### config.mk
export PLATFORM = sky130hd
export DESIGN_NAME = ebus_if_ctrl
export DESIGN_NICKNAME = d
export VERILOG_FILES = /design/src/ebus_pkg.sv /design/src/ebus_sync.sv /design/src/ebus_wait_cnt.sv /design/src/ebus_if_ctrl.sv
export SDC_FILE = /design/constraint.sdc
export NUM_CORES = 1
export LEC_CHECK = 0
export ABC_AREA = 1
export BUFFER_PORTS_ARGS = -buffer_cell sky130_fd_sc_hd__buf_2
export CAP_MARGIN = 40
export CORE_AREA = 2 2 105 107
export CTS_CLUSTER_SIZE = 12
export DETAILED_ROUTE_END_ITERATION = 10
export DIE_AREA = 0 0 107 109
export GPL_TIMING_DRIVEN = 0
export HOLD_SLACK_MARGIN = 0.05
export PLACE_DENSITY = 0.73
export SLEW_MARGIN = 20
export SYNTH_ARGS = -nofsm -noshare
export SYNTH_HDL_FRONTEND = slang
export SYNTH_SLANG_ARGS = --single-unit
### constraint.sdc
create_clock -name ref_clk_in -period 1.4 [get_ports ref_clk_in]
set_input_delay 0.14 -clock ref_clk_in [delete_from_list [all_inputs] [get_ports ref_clk_in]]
set_output_delay 0.14 -clock ref_clk_in [all_outputs]
set_load 0.03 [all_outputs]
### src/ebus_pkg.sv
// External memory/IO bus interface: shared constants, types and pin groups.
// Assumes a single 125 MHz machine-cycle clock and a synchronous reset.
package ebus_pkg;

  localparam int ADDR_W         = 16;
  localparam int DATA_W         = 16;
  localparam int WS_W           = 3;
  localparam int WS_MAX         = 7;
  localparam int GLOBAL_ADDR_W  = 15;
  localparam int SYNC_STAGES    = 2;
  localparam int SYNC_W         = DATA_W + 2;
  localparam int SYNC_READY_BIT = DATA_W;
  localparam int SYNC_FLOAT_BIT = DATA_W + 1;

  localparam logic [ADDR_W-1:0] ADDR_RESET   = 16'h0000;
  localparam logic [DATA_W-1:0] DATA_RESET   = 16'h0000;
  localparam logic [ADDR_W-1:0] GLOBAL_BASE  = 16'h8000;
  localparam logic [WS_W-1:0]   WS_RESET     = 3'h0;

  // Address spaces: 64K program, 64K data, 64K I/O, 32K global data
  typedef enum logic [1:0] {
    SP_PROG   = 2'h0,
    SP_DATA   = 2'h1,
    SP_IO     = 2'h2,
    SP_GLOBAL = 2'h3
  } ebus_space_t;

  typedef enum logic [3:0] {
    ST_IDLE   = 4'h1,
    ST_ACCESS = 4'h2,
    ST_WAIT   = 4'h4,
    ST_END    = 4'h8
  } ebus_state_t;

  typedef struct packed {
    ebus_space_t           space;
    logic                  write;
    logic [ADDR_W-1:0]     addr;
    logic [DATA_W-1:0]     wdata;
    logic [WS_W-1:0]       wait_states;
  } ebus_req_t;

  // Space selects, low active; at most one is low at any time
  typedef struct packed {
    logic prog_space_sel_n;
    logic data_space_sel_n;
    logic io_space_sel_n;
  } ebus_sel_t;

  localparam ebus_sel_t SEL_IDLE = 3'h7;
  localparam ebus_req_t REQ_RESET = '{space: SP_PROG, write: 1'b0, addr: ADDR_RESET,
                                      wdata: DATA_RESET, wait_states: WS_RESET};

endpackage

### src/ebus_sync.sv
// Two-flop synchroniser for a group of pin inputs.
// Assumes each bit is a level that the far side holds for several cycles.
`timescale 1ns/100ps
module ebus_sync
  import ebus_pkg::*;
#(
  parameter int          WIDTH = SYNC_W,
  parameter logic [WIDTH-1:0] RESET_VAL = '0
) (
  input  wire logic             ref_clk_in,
  input  wire logic             sys_rst_in,
  input  wire logic [WIDTH-1:0] async_in,
  output logic      [WIDTH-1:0] sync_out
);

  logic [WIDTH-1:0] meta;
  logic [WIDTH-1:0] next_meta;
  logic [WIDTH-1:0] next_sync;

  if (WIDTH < 1) begin : g_chk
    $error("ebus_sync: WIDTH must be at least 1");
  end

  always_comb begin
    next_meta = sys_rst_in ? RESET_VAL : async_in;
    next_sync = sys_rst_in ? RESET_VAL : meta;
  end

  always_ff @(posedge ref_clk_in) begin
    meta     <= next_meta;
    sync_out <= next_sync;
  end

endmodule

### src/ebus_wait_cnt.sv
// Programmable wait-state down counter.
// Loaded at the first cycle of an external access; expired once it reaches zero.
// Runs one cycle beyond the programmed count. The two-flop ready and data pins
// then show values from inside the bus cycle, even with zero wait states.
`timescale 1ns/100ps
module ebus_wait_cnt
  import ebus_pkg::*;
#(
  parameter int CNT_W = WS_W
) (
  input  wire logic             ref_clk_in,
  input  wire logic             sys_rst_in,
  input  wire logic             load_in,
  input  wire logic [CNT_W-1:0] count_in,
  output logic                  expired_out
);

  logic [CNT_W:0]   cnt;
  logic [CNT_W:0]   next_cnt;

  if (CNT_W < 1) begin : g_chk
    $error("ebus_wait_cnt: CNT_W must be at least 1");
  end

  always_comb begin
    if (sys_rst_in) begin
      next_cnt = '0;
    end else if (load_in) begin
      next_cnt = {1'b0, count_in} + (CNT_W+1)'(1);
    end else if (cnt != '0) begin
      next_cnt = cnt - (CNT_W+1)'(1);
    end else begin
      next_cnt = cnt;
    end
  end

  always_ff @(posedge ref_clk_in) begin
    cnt <= next_cnt;
  end

  assign expired_out = (cnt == '0) && !load_in;

endmodule

### src/ebus_if_ctrl.sv
// External memory/IO bus controller: turns core access requests into bus cycles.
// Assumes the core holds a request until accepted; pins are resolved by the pad ring.
`timescale 1ns/100ps
module ebus_if_ctrl
  import ebus_pkg::*;
(
  input  wire logic              ref_clk_in,
  input  wire logic              sys_rst_in,
  input  wire logic              req_valid_in,
  input  wire ebus_req_t         req_in,
  output logic                   req_ready_out,
  output logic                   done_out,
  output logic [DATA_W-1:0]      rdata_out,
  input  wire logic              read_pin_select_in,
  input  wire logic              float_n_in,
  input  wire logic              ready_in,
  input  wire logic [DATA_W-1:0] data_in,
  output logic [DATA_W-1:0]      data_out,
  output logic                   data_oe_out,
  output logic [ADDR_W-1:0]      addr_out,
  output logic                   addr_oe_out,
  output ebus_sel_t              sel_out,
  output logic                   rw_out,
  output logic                   rd_pin_out,
  output logic                   we_n_out,
  output logic                   bus_cycle_strobe_n_out,
  output logic                   ctrl_oe_out
);

  localparam logic [SYNC_W-1:0] SYNC_RESET = {2'h3, DATA_RESET};

  logic [SYNC_W-1:0] pins_sync;
  logic              ready_q;
  logic              float_low;
  logic              ws_expired;
  logic              ws_load;

  ebus_state_t       state;
  ebus_state_t       next_state;
  ebus_req_t         req_q;
  ebus_req_t         next_req_q;

  logic              next_req_ready;
  logic              next_done;
  logic [DATA_W-1:0] next_rdata;
  logic [DATA_W-1:0] next_data;
  logic              next_data_oe;
  logic [ADDR_W-1:0] next_addr;
  logic              next_addr_oe;
  ebus_sel_t         next_sel;
  logic              next_rw;
  logic              next_rd_pin;
  logic              next_we_n;
  logic              next_strobe_n;
  logic              next_ctrl_oe;
  logic              cyc_active;

  // Decodes which select a space drives; global data shares the data select
  function automatic ebus_sel_t space_sel(input ebus_space_t sp);
    ebus_sel_t s;
    s = SEL_IDLE;
    case (sp)
      SP_PROG:   s.prog_space_sel_n = 1'b0;
      SP_DATA:   s.data_space_sel_n = 1'b0;
      SP_GLOBAL: s.data_space_sel_n = 1'b0;
      SP_IO:     s.io_space_sel_n   = 1'b0;
      default:   s = SEL_IDLE;
    endcase
    return s;
  endfunction

  // Global space is 32K words, folded into the upper half of the address range
  function automatic logic [ADDR_W-1:0] space_addr(input ebus_space_t sp, input logic [ADDR_W-1:0] a);
    logic [ADDR_W-1:0] r;
    r = a;
    if (sp == SP_GLOBAL) begin
      r = GLOBAL_BASE | {{(ADDR_W-GLOBAL_ADDR_W){1'b0}}, a[GLOBAL_ADDR_W-1:0]};
    end
    return r;
  endfunction

  // Ready, float and read data are pins from outside the clock domain
  ebus_sync #(
    .WIDTH     (SYNC_W),
    .RESET_VAL (SYNC_RESET)
  ) u_sync (
    .ref_clk_in (ref_clk_in),
    .sys_rst_in (sys_rst_in),
    .async_in   ({float_n_in, ready_in, data_in}),
    .sync_out   (pins_sync)
  );

  assign ready_q   = pins_sync[SYNC_READY_BIT];
  assign float_low = !pins_sync[SYNC_FLOAT_BIT];
  assign ws_load   = (state == ST_ACCESS);

  ebus_wait_cnt #(
    .CNT_W (WS_W)
  ) u_wait (
    .ref_clk_in  (ref_clk_in),
    .sys_rst_in  (sys_rst_in),
    .load_in     (ws_load),
    .count_in    (req_q.wait_states),
    .expired_out (ws_expired)
  );

  // Cycle sequencing
  always_comb begin
    next_state = state;
    next_req_q = req_q;
    case (state)
      ST_IDLE: begin
        if (req_valid_in && req_ready_out) begin
          next_state = ST_ACCESS;
          next_req_q = req_in;
        end
      end
      ST_ACCESS: begin
        next_state = ST_WAIT;
      end
      ST_WAIT: begin
        if (ws_expired && ready_q) begin
          next_state = ST_END;
        end
      end
      ST_END: begin
        next_state = ST_IDLE;
      end
      default: begin
        next_state = ST_IDLE;
      end
    endcase
    if (sys_rst_in) begin
      next_state = ST_IDLE;
      next_req_q = REQ_RESET;
    end
  end

  always_ff @(posedge ref_clk_in) begin
    state <= next_state;
    req_q <= next_req_q;
  end

  // Pin values follow the next state so that every output is a flip-flop
  always_comb begin
    cyc_active     = (next_state == ST_ACCESS) || (next_state == ST_WAIT);
    next_req_ready = (next_state == ST_IDLE);
    next_done      = (next_state == ST_END);
    next_rdata     = rdata_out;
    if (state == ST_WAIT && next_state == ST_END && !req_q.write) begin
      next_rdata = pins_sync[DATA_W-1:0];
    end
    next_addr      = addr_out;
    if (next_state == ST_ACCESS) begin
      next_addr = space_addr(next_req_q.space, next_req_q.addr);
    end
    next_data      = cyc_active ? next_req_q.wdata : data_out;
    next_sel       = cyc_active ? space_sel(next_req_q.space) : SEL_IDLE;
    next_strobe_n  = !cyc_active;
    next_rw        = !(cyc_active && next_req_q.write);
    next_we_n      = !(cyc_active && next_req_q.write);
    // Inverted direction gives a glueless read strobe for zero-wait memories
    next_rd_pin    = read_pin_select_in ? !next_rw : !(cyc_active && !next_req_q.write);
    // Data is driven only while the write strobe is low
    next_data_oe   = cyc_active && next_req_q.write && !float_low;
    next_addr_oe   = !float_low;
    next_ctrl_oe   = !float_low;
    if (sys_rst_in) begin
      next_req_ready = 1'b0;
      next_done      = 1'b0;
      next_rdata     = DATA_RESET;
      next_addr      = ADDR_RESET;
      next_data      = DATA_RESET;
      next_sel       = SEL_IDLE;
      next_strobe_n  = 1'b1;
      next_rw        = 1'b1;
      next_we_n      = 1'b1;
      next_rd_pin    = 1'b1;
      next_data_oe   = 1'b0;
      next_addr_oe   = 1'b0;
      next_ctrl_oe   = 1'b0;
    end
  end

  always_ff @(posedge ref_clk_in) begin
    req_ready_out          <= next_req_ready;
    done_out               <= next_done;
    rdata_out              <= next_rdata;
    addr_out               <= next_addr;
    data_out               <= next_data;
    sel_out                <= next_sel;
    bus_cycle_strobe_n_out <= next_strobe_n;
    rw_out                 <= next_rw;
    we_n_out               <= next_we_n;
    rd_pin_out             <= next_rd_pin;
    data_oe_out            <= next_data_oe;
    addr_oe_out            <= next_addr_oe;
    ctrl_oe_out            <= next_ctrl_oe;
  end

  // Helper: length of the current strobe-low stretch, saturating at 31
  logic [4:0] low_cnt;
  logic [4:0] next_low_cnt;

  always_comb begin
    next_low_cnt = bus_cycle_strobe_n_out ? 5'h00 : ((low_cnt == 5'h1f) ? low_cnt : low_cnt + 5'h01);
    if (sys_rst_in) begin
      next_low_cnt = 5'h00;
    end
  end

  always_ff @(posedge ref_clk_in) begin
    low_cnt <= next_low_cnt;
  end
endmodule

==> results of run 1 <==
-- power by group --
part / switching [mW] / total (mW) / internal, mW / leakage, nW
clock network: 1.54 / 4.62 / 3.07 / 0.299
logic: 1.08 / 2.01 / 0.927 / 2.26
registers: 0.0947 / 3.85 / 3.76 / 1.03
total: 2.72 / 10.5 / 7.76 / 3.58
-- cell usage in the layout, fill, tap and decap left out, types with 7 or more instances in the layout --
cell	count
nor2_2	9
clkbuf_16	17
buf_2	125
o21ai_0	7
nand2_4	11
a211oi_1	13
dlygate4sd3_1	55
dfxtp_1	118
clkbuf_1	10
o21ai_1	17
nor2_1	96
nand4_1	33
buf_6	10
nor2_4	8
inv_2	8
nand2_2	19
buf_4	24
inv_1	111
nand2_1	77
a21oi_1	18
-- metrics by stage --
step | setup TNS [ns] | setup WS [ns] | cells
after floorplan | 0 | 0.00424 | 621
after global placement | -3.40 | -0.150 | 880
after detailed placement | -5.33 | -0.191 | 880
after CTS | -0.286 | -0.0368 | 981
after global routing | -3.39 | -0.148 | 994
final | -0.652 | -0.0756 | 994
-- repair_timing --
item | CTS | global route
gates resized for setup | 22 | 79
cloned | 3 | 1
buffers inserted | 11 | 13
hold buffers | 55 | 0
endpoints found under the hold margin | 71 | 0
pin swaps | 8 | 35
endpoints found under the setup margin | 57 | 58
-- kinds of logic (layout without fill, tap and decap cells) --
kind of cell	after synthesis	in the layout
simple gates	273	273
buf+inv	153	386
flops	125	125
compound gates	64	64
fa+ha+maj	3	3
xor+xnor	3	3
-- critical path, stage by stage, from the launching register on --
cell and delay, ns:
dfxtp_2 0.33, inv_2 0.08, ha_4 0.15, inv_2 0.04, nor2_4 0.11, nand2_2 0.08, nor2_4 0.20, buf_6 0.14
nand4_1 0.09, nand2_1 0.10, nor2_1 0.05
-- layer usage --
layer  track usage (%)  vias to the layer above  share of wire (%)
met3              5.92                       32                5.8
li1                  -                     2344                  -
met4              11.2                        0                3.0
met2              36.5                      169                 50
met5                 0                        -                  0
met1              26.1                     2127                 41
-- sequential cells by signal, indices dropped and copies added (netlist names) --
signal and count:
req_q 23, u_sync.meta 18, u_sync.sync_out 18, addr_out 16, data_out 16, rdata_out 16, state 4, u_wait.cnt 4
sel_out 3, bus_cycle_strobe_n_out 1, ctrl_oe_out 1, data_oe_out 1, done_out 1, rd_pin_out 1, req_ready_out 1, we_n_out 1
-- final cells by class --
| cell class | instances | area share, % |
|---|---|---|
| flip-flops and latches | 125 | 34.1 |
| multi-input cells | 343 | 26.6 |
| repair buffers | 202 | 19.3 |
| clock buffers | 22 | 6.42 |
| inverters | 122 | 6.32 |
| plain buffers | 30 | 2.65 |
| well taps | 140 | 2.38 |
| clock inverters | 10 | 2.17 |
-- worst min-delay path by stage --
stage	start	depth (start not counted)	slack, ns	end
5_1_grt	sys_rst_in	4	0.07	state[3]$_DFF_P_
2_1_floorplan	ready_in	1	0.24	u_sync.meta[16]$_SDFF_PP1_
3_5_place_dp	float_n_in	2	0.33	u_sync.meta[17]$_SDFF_PP1_
3_3_place_gp	float_n_in	2	0.33	u_sync.meta[17]$_SDFF_PP1_
6_report	sys_rst_in	4	0.09	state[3]$_DFF_P_
4_1_cts	req_in[37]	7	0.07	sel_out[2]$_SDFF_PP1_
==> results.md, run 1 <==
* CTS tree: yes
* Final worst slack at -0.0756 ns
* Worst Tran Pin Value at 0.700 ns
* Total Routing Usage GR at 21.9%
* Flops & latches, synth at 125
* Standard-cell row count at 38
* Synth area leaders: dfxtp_1 (52%), inv_1 (8.9%), nor2_1 (8.3%), nand2_1 (7.8%), nand4_1 (4.3%)
* Max Freq at 678 MHz
* Unrepaired setup endpoints after global routing: yes
* Vias in the first global route at 4273
* Worst endpoint required time at 1.82 ns
* Grt ovf at 0
* Pin count of the biggest net entering global routing at 17
* Synthesis-to-finish area growth at 53.0%
* DRC viols at 0
* CP endpoint kind: flip-flop
* Register area at 0.00252 mm²
* Clock Sinks at 125
* Fill cells at 760
* Synthesized area at 0.00482 mm²
* LEAKAGE at 3.58 nW
* Peak VDD IR at 0.860 mV
* Cell taking the most area after synthesis: dfxtp_1
* Ant. Diodes at 0
* Synth top area share at 52.0%
* DRT iter0 DRCs at 243
* R2r worst-path depth at 10
* Most frequent cell after synthesis: dfxtp_1
* Final Max Slew Viols at 0
* Area after DPL at 0.00560 mm²
* Fin util at 69.5%
* Final Hold Fails at 0
* Slew margin rel. at 53.3%
* Worst r2r src: u_wait.cnt[1]$_SDFFE_PP0P_
* Syn Inst Count at 621
* Total Power at 10.5 mW
* Most used DFF post-synth: dfxtp_1
* Period utilisation layout at 105%
* Syn Nets at 684
* Commonest cells in the netlist: dfxtp_1 (125), inv_1 (114), nor2_1 (107)
* Post-synthesis mux area share at 0%
* Async SR Flop Fraction at 0%
* Num CTS Buffers at 17
* HP Class: input port to flip-flop
* Post-route cell area at 0.00737 mm²
* First-pass GRT wire length at 19800 µm
* PwrDens at 1420 mW/mm²
* Die Width at 107 µm
* CTS root buf: clkbuf_8
* Hpwl dp at 7960 µm
* Xor/xnor share of the synthesized area at 0.546%
* Yosys cell types at 30
* Flop-to-flop setup slack at -0.08 ns
* # Max-Cap Violations at 0
* # H-tree levels at 4
* Buffers on Ports at 119
* Setup-failing EPs final at 22
* Failing checks: negative setup slack
* Setup crit end: rdata_out[11]$_SDFFE_PP0P_
* Sequential share of the synthesized area at 52.0%
* Die area at 0.0117 mm²
* Hold WS at 0.0852 ns
* Adder-Cell Fraction of Synth Area at 0.779%
* DRT Pass-1 Iters at 5
* Nets at 904
* Multi-input logic area at 0.00196 mm²
* Worst-path clk slew at 0.06 ns
* Via count at 4672
* Drt total wl at 13100 µm
* Die Y at 109 µm
* Startpoint type of the worst setup path: flip-flop
* Worst skew pair latency at 0.52 ns
* Largest family of logic cells by synthesized area: simple AND/OR/NAND/NOR gates
* Critical path class: flip-flop to flip-flop
* Status: finished, violations left
* Post-Synth Simple-Gate Area at 26.1%
* Starting Density at 45.4%
* Core Box Area at 0.0106 mm²
* Synth warn at 0
* Drt wl/cell at 13.2 µm
* Post-synth EDFFs at 0
* Antenna viol nets, final at 0
* Clk buf depth at 2
* Skew final at 0.00525 ns
* Initial antenna violation count at 0
* Post-synthesis compound-gate area fraction at 7.59%
* Vias per Instance at 4.70
* Worst path arrival time at 1.89 ns
* # IOs at 120
* Worst-path fanout max at 5
* Mean Syn Cell Area at 7.76 µm²
* Crit path from: u_wait.cnt[1]$_SDFFE_PP0P_
* Placer Congestion at 0.826
* Period minus WS final at 1.48 ns
* Share of cells above drive strength 1 at 33.3%
* R2R Path End: rdata_out[11]$_SDFFE_PP0P_
No activity file was read; power rests on OpenSTA's default activity.
==> inputs of run 2 (changes only) <==
--- a/config.mk
+++ b/config.mk
@@ -8,13 +8,16 @@
 export ABC_AREA = 1
 export BUFFER_PORTS_ARGS = -buffer_cell sky130_fd_sc_hd__buf_2
 export CAP_MARGIN = 40
-export CORE_AREA = 2 2 105 107
+export CELL_PAD_IN_SITES_DETAIL_PLACEMENT = 0
+export CELL_PAD_IN_SITES_GLOBAL_PLACEMENT = 2
+export CORE_AREA = 4 4 142 144
 export CTS_CLUSTER_SIZE = 12
 export DETAILED_ROUTE_END_ITERATION = 10
-export DIE_AREA = 0 0 107 109
+export DIE_AREA = 0 0 146 148
 export GPL_TIMING_DRIVEN = 0
 export HOLD_SLACK_MARGIN = 0.05
-export PLACE_DENSITY = 0.73
+export PLACE_DENSITY_LB_ADDON = 0.1
+export SETUP_SLACK_MARGIN = 0.3
 export SLEW_MARGIN = 20
 export SYNTH_ARGS = -nofsm -noshare
 export SYNTH_HDL_FRONTEND = slang
==> results.md, run 2 (synthesis gave the netlist of run 1 again) <==
* Status: finished, violations left (unchanged)
* Failing checks: negative setup slack (unchanged)
* Vias in the first global route at 4587 (was 4273)
* Setup-failing EPs final at 35 (was 22)
* Final Hold Fails at 0 (unchanged)
* PwrDens at 1250 mW/mm² (was 1420 mW/mm²)
* Placer Congestion at 0.714 (was 0.826)
* Core Box Area at 0.0187 mm² (was 0.0106 mm²)
* Flop-to-flop setup slack at -0.05 ns (was -0.08 ns)
* # IOs at 120 (unchanged)
* CTS tree: yes (unchanged)
* # Max-Cap Violations at 0 (unchanged)
* Worst skew pair latency at 0.42 ns (was 0.52 ns)
* Worst Tran Pin Value at 0.763 ns (was 0.700 ns)
* DRT Pass-1 Iters at 4 (was 5)
* Starting Density at 25.7% (was 45.4%)
* Pin count of the biggest net entering global routing at 17 (unchanged)
* Skew final at 0.0107 ns (was 0.00525 ns)
* Period utilisation layout at 103% (was 105%)
* Vias per Instance at 4.15 (was 4.70)
* Ant. Diodes at 0 (unchanged)
* Period minus WS final at 1.45 ns (was 1.48 ns)
* Fill cells at 1866 (was 760)
* Drt wl/cell at 13.7 µm (was 13.2 µm)
* Initial antenna violation count at 0 (unchanged)
* Nets at 918 (was 904)
* Worst-path clk slew at 0.06 ns (about the same)
* Critical path class: flip-flop to flip-flop (unchanged)
* Die Y at 148 µm (was 109 µm)
* Clock Sinks at 125 (unchanged)
* Startpoint type of the worst setup path: flip-flop (unchanged)
* First-pass GRT wire length at 23700 µm (was 19800 µm)
* Worst path arrival time at 1.76 ns (was 1.89 ns)
* CP endpoint kind: flip-flop (unchanged)
* Worst slack at placement at -0.201 ns (was -0.191 ns)
* Total Routing Usage GR at 14.0% (was 21.9%)
* DRC viols at 0 (unchanged)
* Antenna viol nets, final at 0 (unchanged)
* LEAKAGE at 3.83 nW (was 3.58 nW)
* Die Width at 146 µm (was 107 µm)
* # H-tree levels at 4 (unchanged)
* Share of cells above drive strength 1 at 43.9% (was 33.3%)
* Num CTS Buffers at 17 (unchanged)
* Via count at 4570 (was 4672)
* Grt ovf at 0 (unchanged)
* Clk buf depth at 2 (unchanged)
* Unrepaired setup endpoints after global routing: yes (unchanged)
* Multi-input logic area at 0.00227 mm² (was 0.00196 mm²)
* Reg with most FFs: req_q (unchanged)
* Top Registers: req_q x23, u_sync.meta x18, u_sync.sync_out x18 (unchanged)
* Register area at 0.00253 mm² (was 0.00252 mm²)
* CTS root buf: clkbuf_16 (was clkbuf_8)
* HP Class: input port to flip-flop (unchanged)
* Worst-path fanout max at 5 (unchanged)
* Most frequent cells in the layout: dfxtp_1 (112), inv_1 (101), nor2_1 (81) (was buf_2 (125), dfxtp_1 (118), inv_1 (111))
* Final worst slack at -0.0451 ns (was -0.0756 ns)
* Max Freq at 692 MHz (was 678 MHz)
* Synthesis-to-finish area growth at 74.5% (was 53.0%)
* Peak VDD IR at 0.793 mV (was 0.860 mV)
* DRT iter0 DRCs at 144 (was 243)
* Hpwl dp at 9970 µm (was 7960 µm)
* Total Power at 10.5 mW (about the same)
* Worst endpoint required time at 1.71 ns (was 1.82 ns)
* Drt total wl at 15100 µm (was 13100 µm)
* Max FFs per register at 23 (unchanged)
* Slew margin rel. at 49.1% (was 53.3%)
* Die area at 0.0216 mm² (was 0.0117 mm²)
* Most common cell after layout, fill and taps aside: dfxtp_1 (was buf_2)
* Final Max Slew Viols at 0 (unchanged)
* Standard-cell row count at 50 (was 38)
* Buffers on Ports at 119 (unchanged)
## run 2: path summary, 6_finish.rpt
check | startpoint | to | cells after the start
setup / recovery | u_wait.cnt[1]$_SDFFE_PP0P_ | rdata_out[6]$_SDFFE_PP0P_ | 10
hold / removal | req_in[34] | req_q[34]$_DFF_P_ | 5
setup reg to reg | u_wait.cnt[1]$_SDFFE_PP0P_ | rdata_out[6]$_SDFFE_PP0P_ | 10
hold reg to reg | u_sync.meta[0]$_SDFF_PP0_ | u_sync.sync_out[0]$_SDFF_PP0_ | 2
## run 2: area by class of cell
cell class,count,area share (%)
clock inverters,14,1.73
repair buffers,215,22.9
flip-flops and latches,125,30.1
well taps,234,3.48
plain buffers,31,3.75
clock buffers,18,5.23
inverters,122,5.73
multi-input cells,343,27.1
## run 2: where the power goes
part	internal (mW)	total, mW	switching [mW]
combinational	1.15	2.33	1.18
clock	2.66	4.33	1.67
sequential	3.76	3.85	0.0932
total	7.57	10.5	2.94
## run 2: stage by stage
| stage | instance area, µm² | std cells | hold slack [ns] | setup TNS [ns] | utilization [%] |
|---|---|---|---|---|---|
| after detailed placement | 5870 | 974 | 0.338 | -6.23 | 31.4 |
| after global routing | 8400 | 1102 | 0.112 | -4.53 | 44.9 |
| final | 8400 | 1102 | 0.0992 | -0.512 | 44.9 |
| after floorplan | 4980 | 621 | 0.244 | 0 | - |
| after CTS | 7860 | 1093 | 0.0804 | -0.838 | 42.0 |
| after global placement | 5870 | 974 | 0.341 | -5.52 | 31.4 |
## run 2: metal layers
metal	routed length [µm]	vias up	part of all wire [%]	global-route usage, %
li1	-	2377	-	-
met1	6970	2088	46	18.0
met2	7190	92	48	22.7
met3	708	13	4.7	3.74
met4	196	0	1.3	4.89
met5	0	-	0	0
## run 2: worst max-delay path, cell delays in order (launching register included)
cell and delay [ns]:
dfxtp_2 0.32, inv_2 0.07, ha_4 0.14, inv_1 0.04
nor2_2 0.10, nand2_2 0.07, nor2_4 0.18, buf_6 0.14
nand4_1 0.12, nand2_2 0.12, nor2_2 0.04
## run 2: what timing repair did
action	in CTS	in global routing
buffers inserted	25	7
gates resized for setup	140	151
setup endpoints to repair	114	125
hold buffers	53	0
endpoints found under the hold margin	53	0
pin swaps	29	56
gates cloned	9	2
==> inputs of run 3 (changes only) <==
--- a/config.mk
+++ b/config.mk
@@ -10,12 +10,12 @@
 export CAP_MARGIN = 40
 export CELL_PAD_IN_SITES_DETAIL_PLACEMENT = 0
 export CELL_PAD_IN_SITES_GLOBAL_PLACEMENT = 2
-export CORE_AREA = 4 4 142 144
+export CORE_AREA = 2 2 140 142
 export CTS_CLUSTER_SIZE = 12
 export DETAILED_ROUTE_END_ITERATION = 10
-export DIE_AREA = 0 0 146 148
+export DIE_AREA = 0 0 142 144
 export GPL_TIMING_DRIVEN = 0
-export HOLD_SLACK_MARGIN = 0.05
+export HOLD_SLACK_MARGIN = 0.12
 export PLACE_DENSITY_LB_ADDON = 0.1
 export SETUP_SLACK_MARGIN = 0.3
 export SLEW_MARGIN = 20
==> results.md, run 3 (synthesis gave the netlist of run 1 again) <==
* Critical path depth at 9 (was 10)
* Multi-input logic area at 0.00246 mm² (was 0.00227 mm²)
* Final Max Slew Viols at 0 (unchanged)
* CP endpoint kind: flip-flop (unchanged)
* Die Width at 142 µm (was 146 µm)
* Core Box Area at 0.0191 mm² (was 0.0187 mm²)
* Die Y at 144 µm (was 148 µm)
* Placer Congestion at 0.762 (was 0.714)
* Antenna viol nets, final at 0 (unchanged)
* # H-tree levels at 4 (unchanged)
* Final worst slack at -0.0588 ns (was -0.0451 ns)
* Most common cell after layout, fill and taps aside: dfxtp_1 (unchanged)
* Starting Density at 25.2% (was 25.7%)
* CTS root buf: clkbuf_16 (unchanged)
* Standard-cell row count at 51 (was 50)
* Crit-path cells: inv_4, nand2_4, nor2_4, nand2_8, buf_12, clkbuf_16, a21oi_4, nand2_2, nand2_1 (was inv_2, ha_4, inv_1, nor2_2, nand2_2, nor2_4, buf_6, nand4_1, nand2_2, nor2_2)
* # Max-Cap Violations at 0 (unchanged)
* DRT Pass-1 Iters at 4 (unchanged)
* Initial antenna violation count at 1 (was 0)
* CTS tree: yes (unchanged)
* Hpwl dp at 9690 µm (was 9970 µm)
* Startpoint type of the worst setup path: flip-flop (unchanged)
* Fin util at 45.0% (was 44.9%)
* Final Hold Fails at 0 (unchanged)
* Grt ovf at 0 (unchanged)
* Share of cells above drive strength 1 at 46.0% (was 43.9%)
* Reg with most FFs: req_q (unchanged)
* Top Registers: req_q x23, u_sync.meta x18, u_sync.sync_out x18 (unchanged)
* DRC viols at 0 (unchanged)
* Period minus WS final at 1.46 ns (was 1.45 ns)
* Internal at 7.88 mW (was 7.57 mW)
* R2r worst-path depth at 9 (was 10)
* Bufs and invs on worst path at 3 (unchanged)
* DRT iter0 DRCs at 75 (was 144)
* Worst skew pair latency at 0.41 ns (was 0.42 ns)
* Total Routing Usage GR at 14.5% (was 14.0%)
* Hold Path Depth at 5 (unchanged)
* Via count at 4516 (was 4570)
* Die area at 0.0204 mm² (was 0.0216 mm²)
* Setup TNS at -1.08 ns (was -0.512 ns)
* Max FFs per register at 23 (unchanged)
* Slowest cell on the critical path: dfxtp_4 (was dfxtp_2)
* Register area at 0.00254 mm² (was 0.00253 mm²)
* Worst path arrival time at 1.81 ns (was 1.76 ns)
* Fill cells at 1879 (was 1866)
* Pin count of the biggest net entering global routing at 17 (unchanged)
* # IOs at 120 (unchanged)
* First-pass GRT wire length at 22800 µm (was 23700 µm)
* Drt total wl at 14700 µm (was 15100 µm)
* Critical path class: flip-flop to flip-flop (unchanged)
* Slew margin rel. at 44.5% (was 49.1%)
* NetSw at 2.98 mW (was 2.94 mW)
* Most frequent cells in the layout: dfxtp_1 (108), inv_1 (100), nor2_1 (75) (was dfxtp_1 (112), inv_1 (101), nor2_1 (81))
* Clk network pwr share at 41.8% (was 41.2%)
* Worst-path fanout max at 5 (unchanged)
* Vias in the first global route at 4472 (was 4587)
* Synthesis-to-finish area growth at 78.3% (was 74.5%)
* LEAKAGE at 3.92 nW (was 3.83 nW)
* Period utilisation layout at 104% (was 103%)
* CP delay by family, top: simple AND/OR/NAND/NOR gates (unchanged)
* Sequential Power Share at 35.5% (was 36.6%)
* Status: finished, violations left (unchanged)
* Peak VDD IR at 0.791 mV (was 0.793 mV)
* HP Class: input port to flip-flop (unchanged)
* Setup-failing EPs final at 40 (was 35)
* Placed cells at 978 (was 974)
* Nets at 916 (was 918)
* Drt wl/cell at 13.3 µm (was 13.7 µm)
* Max Freq at 685 MHz (was 692 MHz)
* Skew final at 0.00796 ns (was 0.0107 ns)
* Final cell count without fillers at 1105 (was 1102)
* Vias per Instance at 4.09 (was 4.15)
* Max incr delay on CP at 0.36 ns (was 0.32 ns)
* Num CTS Buffers at 17 (unchanged)
* PwrDens at 1260 mW/mm² (was 1250 mW/mm²)
* Clock Sinks at 125 (unchanged)
* Worst Tran Pin Value at 0.832 ns (was 0.763 ns)
* Failing checks: negative setup slack (unchanged)
* Flop-to-flop setup slack at -0.06 ns (was -0.05 ns)
* Worst endpoint required time at 1.75 ns (was 1.71 ns)
* Buffers on Ports at 119 (unchanged)
* Clk buf depth at 2 (unchanged)
* Worst-path clk slew at 0.06 ns (about the same)
* Combinational power share at 22.7% (was 22.2%)
* Unrepaired setup endpoints after global routing: yes (unchanged)
* Sw Ratio at 27.5% (was 28.0%)
run 3: timing repair:
action | CTS | global route
gates resized for setup | 167 | 153
hold buffers | 54 | 0
setup endpoints to repair | 108 | 123
endpoints found under the hold margin | 68 | 0
setup buffers | 20 | 8
gates cloned | 7 | 5
pin swaps | 38 | 57
run 3: worst paths after layout:
| check | from | to |
|---|---|---|
| setup / recovery | state[3]$_DFF_P_ | data_out[3]$_SDFFE_PP0N_ |
| hold / removal | req_in[35] | req_q[35]$_DFF_P_ |
| setup reg to reg | state[3]$_DFF_P_ | data_out[3]$_SDFFE_PP0N_ |
| hold reg to reg | u_sync.meta[6]$_SDFF_PP0_ | u_sync.sync_out[6]$_SDFF_PP0_ |
run 3: final cells by class:
class	instances	area share, %
inverters	122	5.57
plain buffers	31	3.69
clock inverters	13	1.91
well taps	238	3.47
clock buffers	19	5.28
diodes	1	0.0291
multi-input cells	344	28.7
repair buffers	212	21.8
flip-flops and latches	125	29.5
run 3: layer usage:
layer  vias to the layer above  part of all wire (%)  wire [µm]  GRT usage, %
met1                      2064                    48       7050          18.8
met3                        12                   3.5        521          3.51
li1                       2366                     -          -             -
met4                         0                   1.1        161          4.95
met5                         -                     0          0             0
met2                        74                    47       6950          23.8
run 3: power by group through the flow:
stage               clock network, mW  registers [mW]  logic (mW)
global route                     4.82            3.87        2.68
floorplan                           0            4.01       0.946
CTS                              4.68            3.85        2.13
global placement                    0            3.91        1.43
detailed placement                  0            3.92        1.44
finish                           4.54            3.85        2.46
run 3: stage by stage:
| stage | worst slack [ns] | instance area [µm²] | hold slack (ns) | total power [mW] |
|---|---|---|---|---|
| final | -0.0588 | 8590 | 0.164 | 10.9 |
| after floorplan | 0.0727 | 4980 | 0.244 | 4.96 |
| after global routing | -0.158 | 8580 | 0.175 | 11.4 |
| after CTS | -0.0844 | 7960 | 0.141 | 10.7 |
| after global placement | -0.185 | 5880 | 0.332 | 5.34 |
| after detailed placement | -0.179 | 5880 | 0.332 | 5.35 |
run 3: tightest hold or removal path: stages:
cell	delay [ns]
buf_2	0.10
nand2_1	0.05
nand2_1	0.07
nand2_4	0.08
a21oi_4	0.07
